`src/rtl/clk_det_pkg.sv`:
```
// Constants for the audio clock detector status block.
// Assumes a 200 MHz system clock and an 8-bit register port.
package clk_det_pkg;
	// Register offsets
	localparam logic [7:0] REG_BCLK_RATIO_HIGH = 8'h5C;
	localparam logic [7:0] REG_BCLK_RATIO_LOW = 8'h5D;
	localparam logic [7:0] REG_CLOCK_DET_STATUS = 8'h5E;

	// Field positions and widths
	localparam int BCLK_MSB_BIT = 0;
	localparam int MCLK_MISSING_BIT = 6;
	localparam int PLL_UNLOCKED_BIT = 5;
	localparam int RATIO_CODE_BITS = 4;
	localparam int BCLK_COUNT_BITS = 9;
	localparam int MCLK_COUNT_BITS = 13;

	// Reset values
	localparam logic [7:0] RESERVED_RST = 8'h00;
	localparam logic [3:0] RATIO_CODE_RST = 4'h0;
	localparam logic [8:0] BCLK_COUNT_RST = 9'h000;
	localparam logic [12:0] MCLK_COUNT_RST = 13'h0000;

	// Master clock ratio codes
	localparam logic [3:0] CODE_ERROR = 4'h0;
	localparam logic [3:0] CODE_32 = 4'h1;
	localparam logic [3:0] CODE_48 = 4'h2;
	localparam logic [3:0] CODE_64 = 4'h3;
	localparam logic [3:0] CODE_128 = 4'h4;
	localparam logic [3:0] CODE_192 = 4'h5;
	localparam logic [3:0] CODE_256 = 4'h6;
	localparam logic [3:0] CODE_384 = 4'h7;
	localparam logic [3:0] CODE_512 = 4'h8;
	localparam logic [3:0] CODE_768 = 4'h9;
	localparam logic [3:0] CODE_1024 = 4'hA;
	localparam logic [3:0] CODE_1152 = 4'hB;
	localparam logic [3:0] CODE_1536 = 4'hC;
	localparam logic [3:0] CODE_2048 = 4'hD;
	localparam logic [3:0] CODE_3072 = 4'hE;

	// Master clocks per frame for each code
	localparam logic [12:0] RATIO_32 = 13'h0020;
	localparam logic [12:0] RATIO_48 = 13'h0030;
	localparam logic [12:0] RATIO_64 = 13'h0040;
	localparam logic [12:0] RATIO_128 = 13'h0080;
	localparam logic [12:0] RATIO_192 = 13'h00C0;
	localparam logic [12:0] RATIO_256 = 13'h0100;
	localparam logic [12:0] RATIO_384 = 13'h0180;
	localparam logic [12:0] RATIO_512 = 13'h0200;
	localparam logic [12:0] RATIO_768 = 13'h0300;
	localparam logic [12:0] RATIO_1024 = 13'h0400;
	localparam logic [12:0] RATIO_1152 = 13'h0480;
	localparam logic [12:0] RATIO_1536 = 13'h0600;
	localparam logic [12:0] RATIO_2048 = 13'h0800;
	localparam logic [12:0] RATIO_3072 = 13'h0C00;

	// Master clock halt detection time
	localparam int SYS_CLK_MHZ = 200;
	localparam int MCLK_HALT_NS = 1000;
	localparam int MCLK_HALT_CYCLES = (MCLK_HALT_NS * SYS_CLK_MHZ) / 1000;
	localparam int HALT_COUNT_BITS = 8;
	localparam logic [7:0] HALT_LIMIT = 8'(MCLK_HALT_CYCLES);
	localparam logic [7:0] HALT_COUNT_RST = 8'h00;
endpackage

```
`src/rtl/clk_det_status.sv`:
```
// Audio clock detector status: measures MCLK, SCLK and LRCLK and
// reports the bit-clock ratio and presence flags in three registers whose measured fields are read-only, and the MCLK ratio code on o_mclk_ratio_code.
// Assumes clock pins and PLL lock arrive asynchronously; register
// port and PLL enable are synchronous to i_clk_sys.
// Notes on behaviour
// (RULE_01) Ratio code 1000, 1001, 1010 means 512, 768, 1024 MCLK per frame.
// (RULE_02) Codes 1011 to 1110 mean 1152, 1536, 2048, 3072 MCLK per frame.
// (RULE_03) Bit-clock count MSB sits in bit 0 at 0x5C, bits 7-1 reserved.
// (RULE_04) Low eight bits of the bit clocks per frame sit in 0x5D.
// (RULE_05) The bit-clock count is unreliable at one bit clock per frame.
// (RULE_06) Bit 6 at 0x5E is 1 while MCLK is halted, 0 while present.
// (RULE_07) Bit 5 at 0x5E is 1 when the PLL is unlocked or disabled.
// (RULE_08) A ratio matching no permitted value reports code 0000.
// (RULE_09) Measured fields update continuously and ignore host writes.
`timescale 1ns/1ps
module clk_det_status (
	// Clock, reset, enable
	input wire logic i_clk_sys,
	input wire logic i_sys_rst,
	input wire logic i_ce,
	// Audio clock pins
	input wire logic i_mclk,
	input wire logic i_sclk,
	input wire logic i_lrclk,
	// PLL
	input wire logic i_pll_enable,
	input wire logic i_pll_locked,
	// Register port
	input wire logic [7:0] i_reg_addr,
	input wire logic i_reg_wr,
	input wire logic [7:0] i_reg_wdata,
	input wire logic i_reg_rd,
	output logic [7:0] o_reg_rdata,
	// Live ratio code
	output logic [3:0] o_mclk_ratio_code
);
	logic mclk_s;
	logic sclk_s;
	logic lrclk_s;
	logic pll_locked_s;
	logic mclk_prev_q;
	logic sclk_prev_q;
	logic lrclk_prev_q;
	logic mclk_rise;
	logic sclk_rise;
	logic frame_start;
	logic [12:0] mclk_cnt_q;
	logic [8:0] bclk_cnt_q;
	logic [3:0] mclk_ratio_code_q;
	logic [8:0] bitclk_per_frame_count_q;
	logic [7:0] halt_cnt_q;
	logic master_clock_missing_flag_q;
	logic pll_unlocked_flag_q;
	logic [6:0] high_reserved_q;
	logic status_reserved_q;
	logic [7:0] rdata_q;

	function automatic logic [3:0] ratio_to_code(input logic [12:0] n);
		logic [3:0] c;
		c = clk_det_pkg::CODE_ERROR; // RULE_08
		case (n)
			clk_det_pkg::RATIO_32: c = clk_det_pkg::CODE_32;
			clk_det_pkg::RATIO_48: c = clk_det_pkg::CODE_48;
			clk_det_pkg::RATIO_64: c = clk_det_pkg::CODE_64;
			clk_det_pkg::RATIO_128: c = clk_det_pkg::CODE_128;
			clk_det_pkg::RATIO_192: c = clk_det_pkg::CODE_192;
			clk_det_pkg::RATIO_256: c = clk_det_pkg::CODE_256;
			clk_det_pkg::RATIO_384: c = clk_det_pkg::CODE_384;
			clk_det_pkg::RATIO_512: c = clk_det_pkg::CODE_512; // RULE_01
			clk_det_pkg::RATIO_768: c = clk_det_pkg::CODE_768; // RULE_01
			clk_det_pkg::RATIO_1024: c = clk_det_pkg::CODE_1024; // RULE_01
			clk_det_pkg::RATIO_1152: c = clk_det_pkg::CODE_1152; // RULE_02
			clk_det_pkg::RATIO_1536: c = clk_det_pkg::CODE_1536; // RULE_02
			clk_det_pkg::RATIO_2048: c = clk_det_pkg::CODE_2048; // RULE_02
			clk_det_pkg::RATIO_3072: c = clk_det_pkg::CODE_3072; // RULE_02
			default: c = clk_det_pkg::CODE_ERROR; // RULE_08
		endcase
		return c;
	endfunction

	clk_det_sync u_sync_mclk (
		.i_clk_sys(i_clk_sys),
		.i_sys_rst(i_sys_rst),
		.i_ce(i_ce),
		.i_async(i_mclk),
		.o_level(mclk_s)
	);
	clk_det_sync u_sync_sclk (
		.i_clk_sys(i_clk_sys),
		.i_sys_rst(i_sys_rst),
		.i_ce(i_ce),
		.i_async(i_sclk),
		.o_level(sclk_s)
	);
	clk_det_sync u_sync_lrclk (
		.i_clk_sys(i_clk_sys),
		.i_sys_rst(i_sys_rst),
		.i_ce(i_ce),
		.i_async(i_lrclk),
		.o_level(lrclk_s)
	);
	clk_det_sync u_sync_pll (
		.i_clk_sys(i_clk_sys),
		.i_sys_rst(i_sys_rst),
		.i_ce(i_ce),
		.i_async(i_pll_locked),
		.o_level(pll_locked_s)
	);

	always_ff @(posedge i_clk_sys or posedge i_sys_rst) begin
		if (i_sys_rst) begin
			mclk_prev_q <= 1'b0;
			sclk_prev_q <= 1'b0;
			lrclk_prev_q <= 1'b0;
		end else if (i_ce) begin
			mclk_prev_q <= mclk_s;
			sclk_prev_q <= sclk_s;
			lrclk_prev_q <= lrclk_s;
		end
	end

	assign mclk_rise = mclk_s & ~mclk_prev_q;
	assign sclk_rise = sclk_s & ~sclk_prev_q;
	assign frame_start = lrclk_s & ~lrclk_prev_q;

	// Edge counters restart at each frame; they saturate so a stuck
	// LRCLK cannot wrap into a valid-looking ratio
	always_ff @(posedge i_clk_sys or posedge i_sys_rst) begin
		if (i_sys_rst) begin
			mclk_cnt_q <= clk_det_pkg::MCLK_COUNT_RST;
			bclk_cnt_q <= clk_det_pkg::BCLK_COUNT_RST;
		end else if (i_ce) begin
			if (frame_start) begin
				mclk_cnt_q <= 13'(mclk_rise);
				bclk_cnt_q <= 9'(sclk_rise);
			end else begin
				if (mclk_rise && !(&mclk_cnt_q)) begin
					mclk_cnt_q <= mclk_cnt_q + 13'h0001;
				end
				if (sclk_rise && !(&bclk_cnt_q)) begin
					bclk_cnt_q <= bclk_cnt_q + 9'h001;
				end
			end
		end
	end

	// Results refresh once per frame; accuracy at 1 FS not attempted
	always_ff @(posedge i_clk_sys or posedge i_sys_rst) begin
		if (i_sys_rst) begin
			mclk_ratio_code_q <= clk_det_pkg::RATIO_CODE_RST;
			bitclk_per_frame_count_q <= clk_det_pkg::BCLK_COUNT_RST;
		end else if (i_ce && frame_start) begin
			mclk_ratio_code_q <= ratio_to_code(mclk_cnt_q); // RULE_09
			bitclk_per_frame_count_q <= bclk_cnt_q; // RULE_04 RULE_05
		end
	end

	// MCLK halt: no rising edge for the halt time
	always_ff @(posedge i_clk_sys or posedge i_sys_rst) begin
		if (i_sys_rst) begin
			halt_cnt_q <= clk_det_pkg::HALT_COUNT_RST;
			master_clock_missing_flag_q <= 1'b1;
		end else if (i_ce) begin
			if (mclk_rise) begin
				halt_cnt_q <= clk_det_pkg::HALT_COUNT_RST;
				master_clock_missing_flag_q <= 1'b0; // RULE_06
			end else if (halt_cnt_q >= clk_det_pkg::HALT_LIMIT) begin
				master_clock_missing_flag_q <= 1'b1; // RULE_06
			end else begin
				halt_cnt_q <= halt_cnt_q + 8'h01;
			end
		end
	end

	always_ff @(posedge i_clk_sys or posedge i_sys_rst) begin
		if (i_sys_rst) begin
			pll_unlocked_flag_q <= 1'b1;
		end else if (i_ce) begin
			pll_unlocked_flag_q <= ~i_pll_enable | ~pll_locked_s; // RULE_07
		end
	end

	// Only reserved bits take writes; measured fields ignore them
	always_ff @(posedge i_clk_sys or posedge i_sys_rst) begin
		if (i_sys_rst) begin
			high_reserved_q <= clk_det_pkg::RESERVED_RST[7:1];
			status_reserved_q <= clk_det_pkg::RESERVED_RST[7];
		end else if (i_ce && i_reg_wr) begin
			if (i_reg_addr == clk_det_pkg::REG_BCLK_RATIO_HIGH) begin
				high_reserved_q <= i_reg_wdata[7:1]; // RULE_03 RULE_09
			end else if (i_reg_addr == clk_det_pkg::REG_CLOCK_DET_STATUS) begin
				status_reserved_q <= i_reg_wdata[7]; // RULE_09
			end
		end
	end

	// Read data registered one cycle after the read strobe
	always_ff @(posedge i_clk_sys or posedge i_sys_rst) begin
		if (i_sys_rst) begin
			rdata_q <= 8'h00;
		end else if (i_ce && i_reg_rd) begin
			if (i_reg_addr == clk_det_pkg::REG_BCLK_RATIO_HIGH) begin
				rdata_q <= {high_reserved_q,
					bitclk_per_frame_count_q[8]}; // RULE_03
			end else if (i_reg_addr == clk_det_pkg::REG_BCLK_RATIO_LOW) begin
				rdata_q <= bitclk_per_frame_count_q[7:0]; // RULE_04
			end else if (i_reg_addr == clk_det_pkg::REG_CLOCK_DET_STATUS) begin
				rdata_q <= {status_reserved_q,
					master_clock_missing_flag_q, // RULE_06
					pll_unlocked_flag_q, // RULE_07
					5'h00};
			end else begin
				rdata_q <= 8'h00;
			end
		end
	end

	assign o_reg_rdata = rdata_q;
	assign o_mclk_ratio_code = mclk_ratio_code_q;
endmodule

```
`src/rtl/clk_det_sync.sv`:
```
// Three-stage input synchroniser with agreement filter.
// Assumes an asynchronous input and a single system clock.
`timescale 1ns/1ps
module clk_det_sync (
	// Clock and reset
	input wire logic i_clk_sys,
	input wire logic i_sys_rst,
	input wire logic i_ce,
	// Async input and filtered level
	input wire logic i_async,
	output logic o_level
);
	logic s1_q;
	logic s2_q;
	logic s3_q;
	logic level_q;

	always_ff @(posedge i_clk_sys or posedge i_sys_rst) begin
		if (i_sys_rst) begin
			s1_q <= 1'b0;
			s2_q <= 1'b0;
			s3_q <= 1'b0;
		end else if (i_ce) begin
			s1_q <= i_async;
			s2_q <= s1_q;
			s3_q <= s2_q;
		end
	end

	// Only a change seen by both later stages is taken
	always_ff @(posedge i_clk_sys or posedge i_sys_rst) begin
		if (i_sys_rst) begin
			level_q <= 1'b0;
		end else if (i_ce && (s2_q == s3_q)) begin
			level_q <= s3_q;
		end
	end

	assign o_level = level_q;
endmodule
```
`config.mk`:
```
export PLATFORM = sky130hd
export DESIGN_NAME = clk_det_status
export DESIGN_NICKNAME = d
export VERILOG_FILES = /design/src/rtl/clk_det_pkg.sv /design/src/rtl/clk_det_status.sv /design/src/rtl/clk_det_sync.sv
export SDC_FILE = /design/constraint.sdc
export NUM_CORES = 1
export LEC_CHECK = 0
export BUFFER_PORTS_ARGS = -buffer_cell sky130_fd_sc_hd__buf_2
export CORE_UTILIZATION = 64
export CTS_CLUSTER_SIZE = 16
export DETAILED_ROUTE_END_ITERATION = 16
export HOLD_SLACK_MARGIN = 0.15
export PLACE_DENSITY = 0.94
export SLEW_MARGIN = 30
export SYNTH_ARGS = -nofsm -noshare
export SYNTH_HDL_FRONTEND = slang
export SYNTH_HIERARCHICAL = 1
export SYNTH_SLANG_ARGS = --single-unit
export TNS_END_PERCENT = 20
```
`constraint.sdc`:
```
create_clock -name i_clk_sys -period 3.5 [get_ports i_clk_sys]
set_input_delay 0.7 -clock i_clk_sys [delete_from_list [all_inputs] [get_ports i_clk_sys]]
set_output_delay 0.7 -clock i_clk_sys [all_outputs]
set_load 0.05 [all_outputs]
```
==> flow_metrics.env, run 1 <==
export IMPL_nets=460
export IMPL_grt_pass1_vias=3044
export IMPL_drt_total_wl_um=7940
export IMPL_synthDistinctLibCells=57
export IMPL_dr_total_vias=3022
export IMPL_synth_edf_count=0
export IMPL_antenna_cells=0
export IMPL_worst_pin_slew_ns=0.783
export IMPL_ys_top_cells_by_count="dfrtp_1, nand2_1, nor2_1"
export IMPL_nFillCells=404
export IMPL_fin_ws_ns=1.03
export IMPL_synth_yosys_seq_area_share_pct=50.4
export IMPL_synth_nets=425
export IMPL_die_w_um=80.8
export IMPL_crit_fanout=8
export IMPL_clockBufferDepth=2
export IMPL_p_per_area_nw_per_um2=554
export IMPL_yosys_top_cells_area="dfrtp_1, mux2_2, nand2_1"
export IMPL_place_ws_ns=1.06
export IMPL_avgRoutedWirePerCell_um=15.6
export IMPL_vdd_drop_max_mv=0.601
export IMPL_cts_buffers=9
export IMPL_core_rowCount=28
export IMPL_dpl_hpwl_um=5680
export IMPL_totalPowerFinal_mw=2.43
export IMPL_hold_viol=0
export IMPL_slowest_stage="nor4_1"
export IMPL_setup_viol_count_final=0
export IMPL_drtIter0Drc=199
export IMPL_synth_most_common_cell="dfrtp_1"
export IMPL_cpMostUsedCell="ha_1"
export IMPL_portBuffers=36
export IMPL_fin_worst_skew_ns=0.00758
export IMPL_maxCapViolCount=0
export IMPL_htree_levels=3
export IMPL_drt_pass1_iter_count=4
export IMPL_cts_tree="built"
export IMPL_syn_avg_cell_area_sq_um=10.1
export IMPL_cp_end_kind="flip-flop"
export IMPL_worstPathRequired_ns=3.73
export IMPL_slew_headroom_pct=47.8
export IMPL_clockRootBuffer="clkbuf_8"
export IMPL_core_area_sq_um=5960
export IMPL_netlist_area_sq_um=3980
export IMPL_grt_max_degree=65
export IMPL_insertion_delay_ns=0.36
export IMPL_synth_seq_cells=80
export IMPL_crit_type="flip-flop to flip-flop"
export IMPL_avgViaCountPerCell=5.95
export IMPL_start_util_pct=66.8
export IMPL_dieArea_sq_um=6540
export IMPL_final_util_pct=73.6
export IMPL_finalCritPeriodShare_pct=70.6
export IMPL_fp_dieH_um=80.8
export IMPL_cts_setup_buffers=0
export IMPL_slew_violations=0
export IMPL_grt_use_total_pct=28.1
export IMPL_drive_gt1_share_pct=21.2
export IMPL_final_setup_tns_ns=0
export IMPL_path_delay_family="simple AND/OR/NAND/NOR gates"
export IMPL_final_antenna_net_count=0
export IMPL_netlist_top_cell_by_area="dfrtp_1"
export IMPL_gp_congestion=0.818
export IMPL_outcome="finished clean"
export IMPL_final_area_sq_um=4380
export IMPL_clk_pin_slew_ns=0.09
export IMPL_drc=0
export IMPL_post_dp_cell_area_sq_um=4200
export IMPL_ys_flop_type="dfrtp_1"
export IMPL_grt_pass1_wl_um=13700
export IMPL_cp_num_buf_inv=0
export IMPL_fin_crit_ns=2.47
export IMPL_async_reset_ff_share_pct=100
export IMPL_netlist_instances=393
export IMPL_path_cells="ha_1 > nand3_1 > nor3_1 > ha_1 > nor3b_1 > o21ai_1 > nor4_1 > xnor2_1 > nor2_1"
export IMPL_syn_to_final_growth_pct=10.1
export IMPL_grt_overflow=0
export IMPL_rsz0062_at_grt="false"
export IMPL_yosys_warnings=6
export IMPL_num_io_pins=38
export IMPL_cts_hold_buffers=0
export IMPL_antenna_found_initial=0
export IMPL_clkSinkCount=80
export IMPL_synth_top_area_share_pct=49.1
export IMPL_cp_start_kind="flip-flop"
export IMPL_cp_slowest_stage_delay_ns=0.47
export IMPL_p_leak_nw=2.04
export IMPL_hold_class="primary input to async pin"
export IMPL_crit_arrival_ns=2.70
export IMPL_max_freq_mhz=405
export IMPL_post_cts_resized=0
## per-layer routing
metal | vias to the layer above | global-route usage (%) | share of wire (%)
li1 | 1448 | - | -
met3 | 21 | 4.72 | 4.3
met1 | 1485 | 35.3 | 44
met2 | 68 | 47.1 | 50
met5 | - | 0 | 0
met4 | 0 | 13.6 | 2.4
## registers in the layout, summed over array words and instances, names as in the netlist, 4 cells and up
name                      count
halt_cnt_q                    8
o_mclk_ratio_code             4
mclk_cnt_q                   13
high_reserved_q               7
o_reg_rdata                   8
bitclk_per_frame_count_q      9
bclk_cnt_q                    9
## layout by cell type (no fill, tap or decap), drive strengths merged, types with 7 or more instances in the layout
master / synthesis / final
dfrtp: 78 / 78
nand2: 61 / 61
buf: 10 / 39
nor2: 35 / 35
mux2: 22 / 22
o21ai: 18 / 18
nand3: 17 / 17
inv: 14 / 16
a21oi: 14 / 14
xnor2: 9 / 9
a22o: 9 / 9
clkbuf: 5 / 9
nand2b: 8 / 8
nor3: 8 / 8
mux2i: 8 / 8
xor2: 7 / 7
## worst reg2reg max path: stages, from the launching register on
cell and delay (ns):
dfrtp_1 0.44, ha_1 0.24, nand3_1 0.17, nor3_1 0.09, ha_1 0.20, nor3b_1 0.27, o21ai_1 0.24, nor4_1 0.47
xnor2_1 0.17, nor2_1 0.06
## cell families after synthesis
logic type	count (synthesis)	share of synthesized area [%]
and+or+nand+nor	164	21.0
muxes	30	8.24
DFF	80	50.4
adders and majority gates	6	1.89
buffers and inverters	29	3.18
AOI/OAI and AO/OA	68	11.8
xor gates and xnor gates	16	3.52
## final timing paths
check                                            startpoint                           to  slack (ns)  depth (start not counted)
worst max-delay path                          bclk_cnt_q[0]                bclk_cnt_q[7]        1.03                          9
worst min-delay path                              i_sys_rst              u_sync_pll/s3_q        0.26                          2
worst max register to register                bclk_cnt_q[0]                bclk_cnt_q[7]        1.03                          9
worst min register to register  bitclk_per_frame_count_q[8]  bitclk_per_frame_count_q[8]        0.48                          2
max in group asynchronous                         i_sys_rst               mclk_cnt_q[12]        2.37                          3
min in group i_clk_sys          bitclk_per_frame_count_q[8]  bitclk_per_frame_count_q[8]        0.48                          2
## power breakdown
| part | internal [mW] | switching, mW | leakage [nW] |
|---|---|---|---|
| clock network | 0.264 | 0.363 | 0.0838 |
| logic | 0.238 | 0.350 | 0.918 |
| registers | 1.07 | 0.146 | 1.04 |
| total | 1.57 | 0.859 | 2.04 |
## area by class of cell
cell class / count / area (sq um) / area share, %
Tap cell: 75 / 93.8 / 2.14
Inverter: 14 / 52.6 / 1.20
Timing Repair Buffer: 39 / 203 / 4.63
Multi-Input combinational cell: 284 / 1850 / 42.2
Clock buffer: 9 / 124 / 2.83
Clock inverter: 7 / 56.3 / 1.28
Sequential cell: 80 / 2000 / 45.7
## through the flow
| stage | hold WS, ns | std cells |
|---|---|---|
| floorplan | 0.426 | 393 |
| global placement | 0.437 | 492 |
| detailed placement | 0.467 | 492 |
| CTS | 0.259 | 508 |
| global route | 0.277 | 508 |
| finish | 0.261 | 508 |
Power figures use the tool's default switching activity.
==> run 2, diff against run 1 <==
CORE_UTILIZATION = 53   (was 64)
PLACE_DENSITY = 0.84   (was 0.94)
clock period = 2.02 ns   (was 3.5 ns; I/O delays follow)
==> flow_metrics.env, run 2 (same netlist as run 1, synthesis figures left out) <==
export IMPL_outcome="finished clean"
export IMPL_vdd_drop_max_mv=0.770
export IMPL_clkPwrFrac_pct=25.8
export IMPL_p_per_area_nw_per_um2=940
export IMPL_dpl_hpwl_um=5840
export IMPL_drive_gt1_share_pct=25.2
export IMPL_htree_levels=3
export IMPL_slew_headroom_pct=70.4
export IMPL_slowest_stage="or3b_2"
export IMPL_hold_class="primary input to flip-flop"
export IMPL_final_common_cell="dfrtp_1"
export IMPL_largest_registers="mclk_cnt_q x13, bclk_cnt_q x9, bitclk_per_frame_count_q x9"
export IMPL_drtIter0Drc=139
export IMPL_setup_viol_count_final=0
export IMPL_path_cells="ha_1 > nand3_1 > nor3_1 > ha_1 > or3b_2 > o21ai_1 > nand2_1 > nand2_1 > o31ai_1"
export IMPL_avgRoutedWirePerCell_um=14.4
export IMPL_drt_pass1_iter_count=4
export IMPL_core_area_sq_um=7250
export IMPL_largest_reg_flops=13
export IMPL_dr_total_vias=3065
export IMPL_largest_register="mclk_cnt_q"
export IMPL_max_freq_mhz=520
export IMPL_cts_tree="built"
export IMPL_clockRootBuffer="clkbuf_8"
export IMPL_final_cell_mix="dfrtp_1, nand2_1, buf_2, nor2_1, mux2_2"
export IMPL_power_frac_comb_pct=26.3
export IMPL_avgViaCountPerCell=5.56
export IMPL_cp_start_kind="flip-flop"
export IMPL_core_rowCount=31
export IMPL_totalPowerFinal_mw=4.32
export IMPL_clk_pin_slew_ns=0.09
export IMPL_fin_crit_ns=1.92
export IMPL_post_dp_cell_area_sq_um=4380
export IMPL_final_antenna_net_count=0
export IMPL_place_ws_ns=0.00620
export IMPL_grt_pass1_vias=3140
export IMPL_grt_pass1_wl_um=14100
export IMPL_p_leak_nw=2.15
export IMPL_fin_ws_ns=0.0967
export IMPL_cp_slowest_stage_delay_ns=0.49
export IMPL_final_area_sq_um=4600
export IMPL_multi_input_area_sq_um=1870
export IMPL_swShare_pct=34.5
export IMPL_final_cells=551
export IMPL_fin_worst_skew_ns=0.00924
export IMPL_die_w_um=88.6
export IMPL_slew_violations=0
export IMPL_nets=479
export IMPL_cts_setup_buffers=0
export IMPL_grt_overflow=0
export IMPL_grt_max_degree=43
export IMPL_dieArea_sq_um=7860
export IMPL_syn_to_final_growth_pct=15.6
export IMPL_drc=0
export IMPL_rsz0062_at_grt="true"
export IMPL_finalCritPeriodShare_pct=95.2
export IMPL_nFillCells=565
export IMPL_path_delay_family="simple AND/OR/NAND/NOR gates"
export IMPL_gp_congestion=0.859
export IMPL_hold_viol=0
export IMPL_power_switching_mw=1.49
export IMPL_start_util_pct=54.9
export IMPL_p_seq_share_pct=47.8
export IMPL_insertion_delay_ns=0.37
export IMPL_maxCapViolCount=0
export IMPL_num_io_pins=38
export IMPL_grt_use_total_pct=23.7
export IMPL_antenna_cells=0
export IMPL_crit_fanout=3
export IMPL_cp_end_kind="flip-flop"
export IMPL_clockBufferDepth=2
export IMPL_cp_num_buf_inv=0
export IMPL_worstPathRequired_ns=2.27
export IMPL_crit_type="flip-flop to flip-flop"
export IMPL_crit_arrival_ns=2.17
export IMPL_portBuffers=36
export IMPL_cts_buffers=9
export IMPL_worst_pin_slew_ns=0.439
export IMPL_clkSinkCount=80
export IMPL_fp_dieH_um=88.6
export IMPL_regArea_sq_um=2000
export IMPL_drt_total_wl_um=7920
export IMPL_numPlacedInstances=534
export IMPL_final_setup_tns_ns=0
export IMPL_reg2reg_slack_ns=0.1
export IMPL_antenna_found_initial=0
export IMPL_internal_power_mw=2.83
-- run 2: final timing paths --
| check | startpoint | end | depth (start not counted) |
|---|---|---|---|
| worst min-delay path | i_pll_enable | pll_unlocked_flag_q | 2 |
| worst min register to register | u_sync_pll/o_level | pll_unlocked_flag_q | 1 |
| min in group asynchronous | i_sys_rst | high_reserved_q[4] | 3 |
| max in group asynchronous | i_sys_rst | master_clock_missing_flag_q | 4 |
| worst max register to register | bclk_cnt_q[0] | bclk_cnt_q[4] | 9 |
| worst max-delay path | bclk_cnt_q[0] | bclk_cnt_q[4] | 9 |
-- run 2: routing by layer --
metal / vias up / global-route usage [%] / part of all wire (%)
met2: 46 / 40.3 / 50
met4: 0 / 8.94 / 1.6
li1: 1489 / - / -
met3: 11 / 5.60 / 2.8
met1: 1519 / 29.3 / 45
met5: - / 0 / 0
-- run 2: stage by stage --
stage               utilization [%]  hold slack (ns)
finish                         63.4            0.183
global route                   63.4            0.175
CTS                            63.3            0.167
detailed placement             60.4            0.342
global placement               60.4            0.339
floorplan                         -            0.170
-- run 2: layout make-up --
type                    instances  area share, %
flip-flops and latches         80           43.6
multi-input cells             284           40.6
repair buffers                 58           7.84
clock buffers                  10           2.99
well taps                      99           2.69
inverters                      14           1.14
clock inverters                 6           1.12
-- run 2: timing repair --
action	CTS	global route
gates resized for setup	2	4
hold buffers	1	0
hold endpoints to repair	19	0
endpoints found under the setup margin	2	9
-- run 2: power by group through the flow --
stage          Sequential [mW]  Clock [mW]  Combinational (mW)
6_report                  2.07        1.12                1.14
4_1_cts                   2.07        1.14                1.13
3_3_place_gp              2.08           0                1.07
3_5_place_dp              2.10           0                1.11
2_1_floorplan             2.17           0               0.689
5_1_grt                   2.11        1.20                1.27
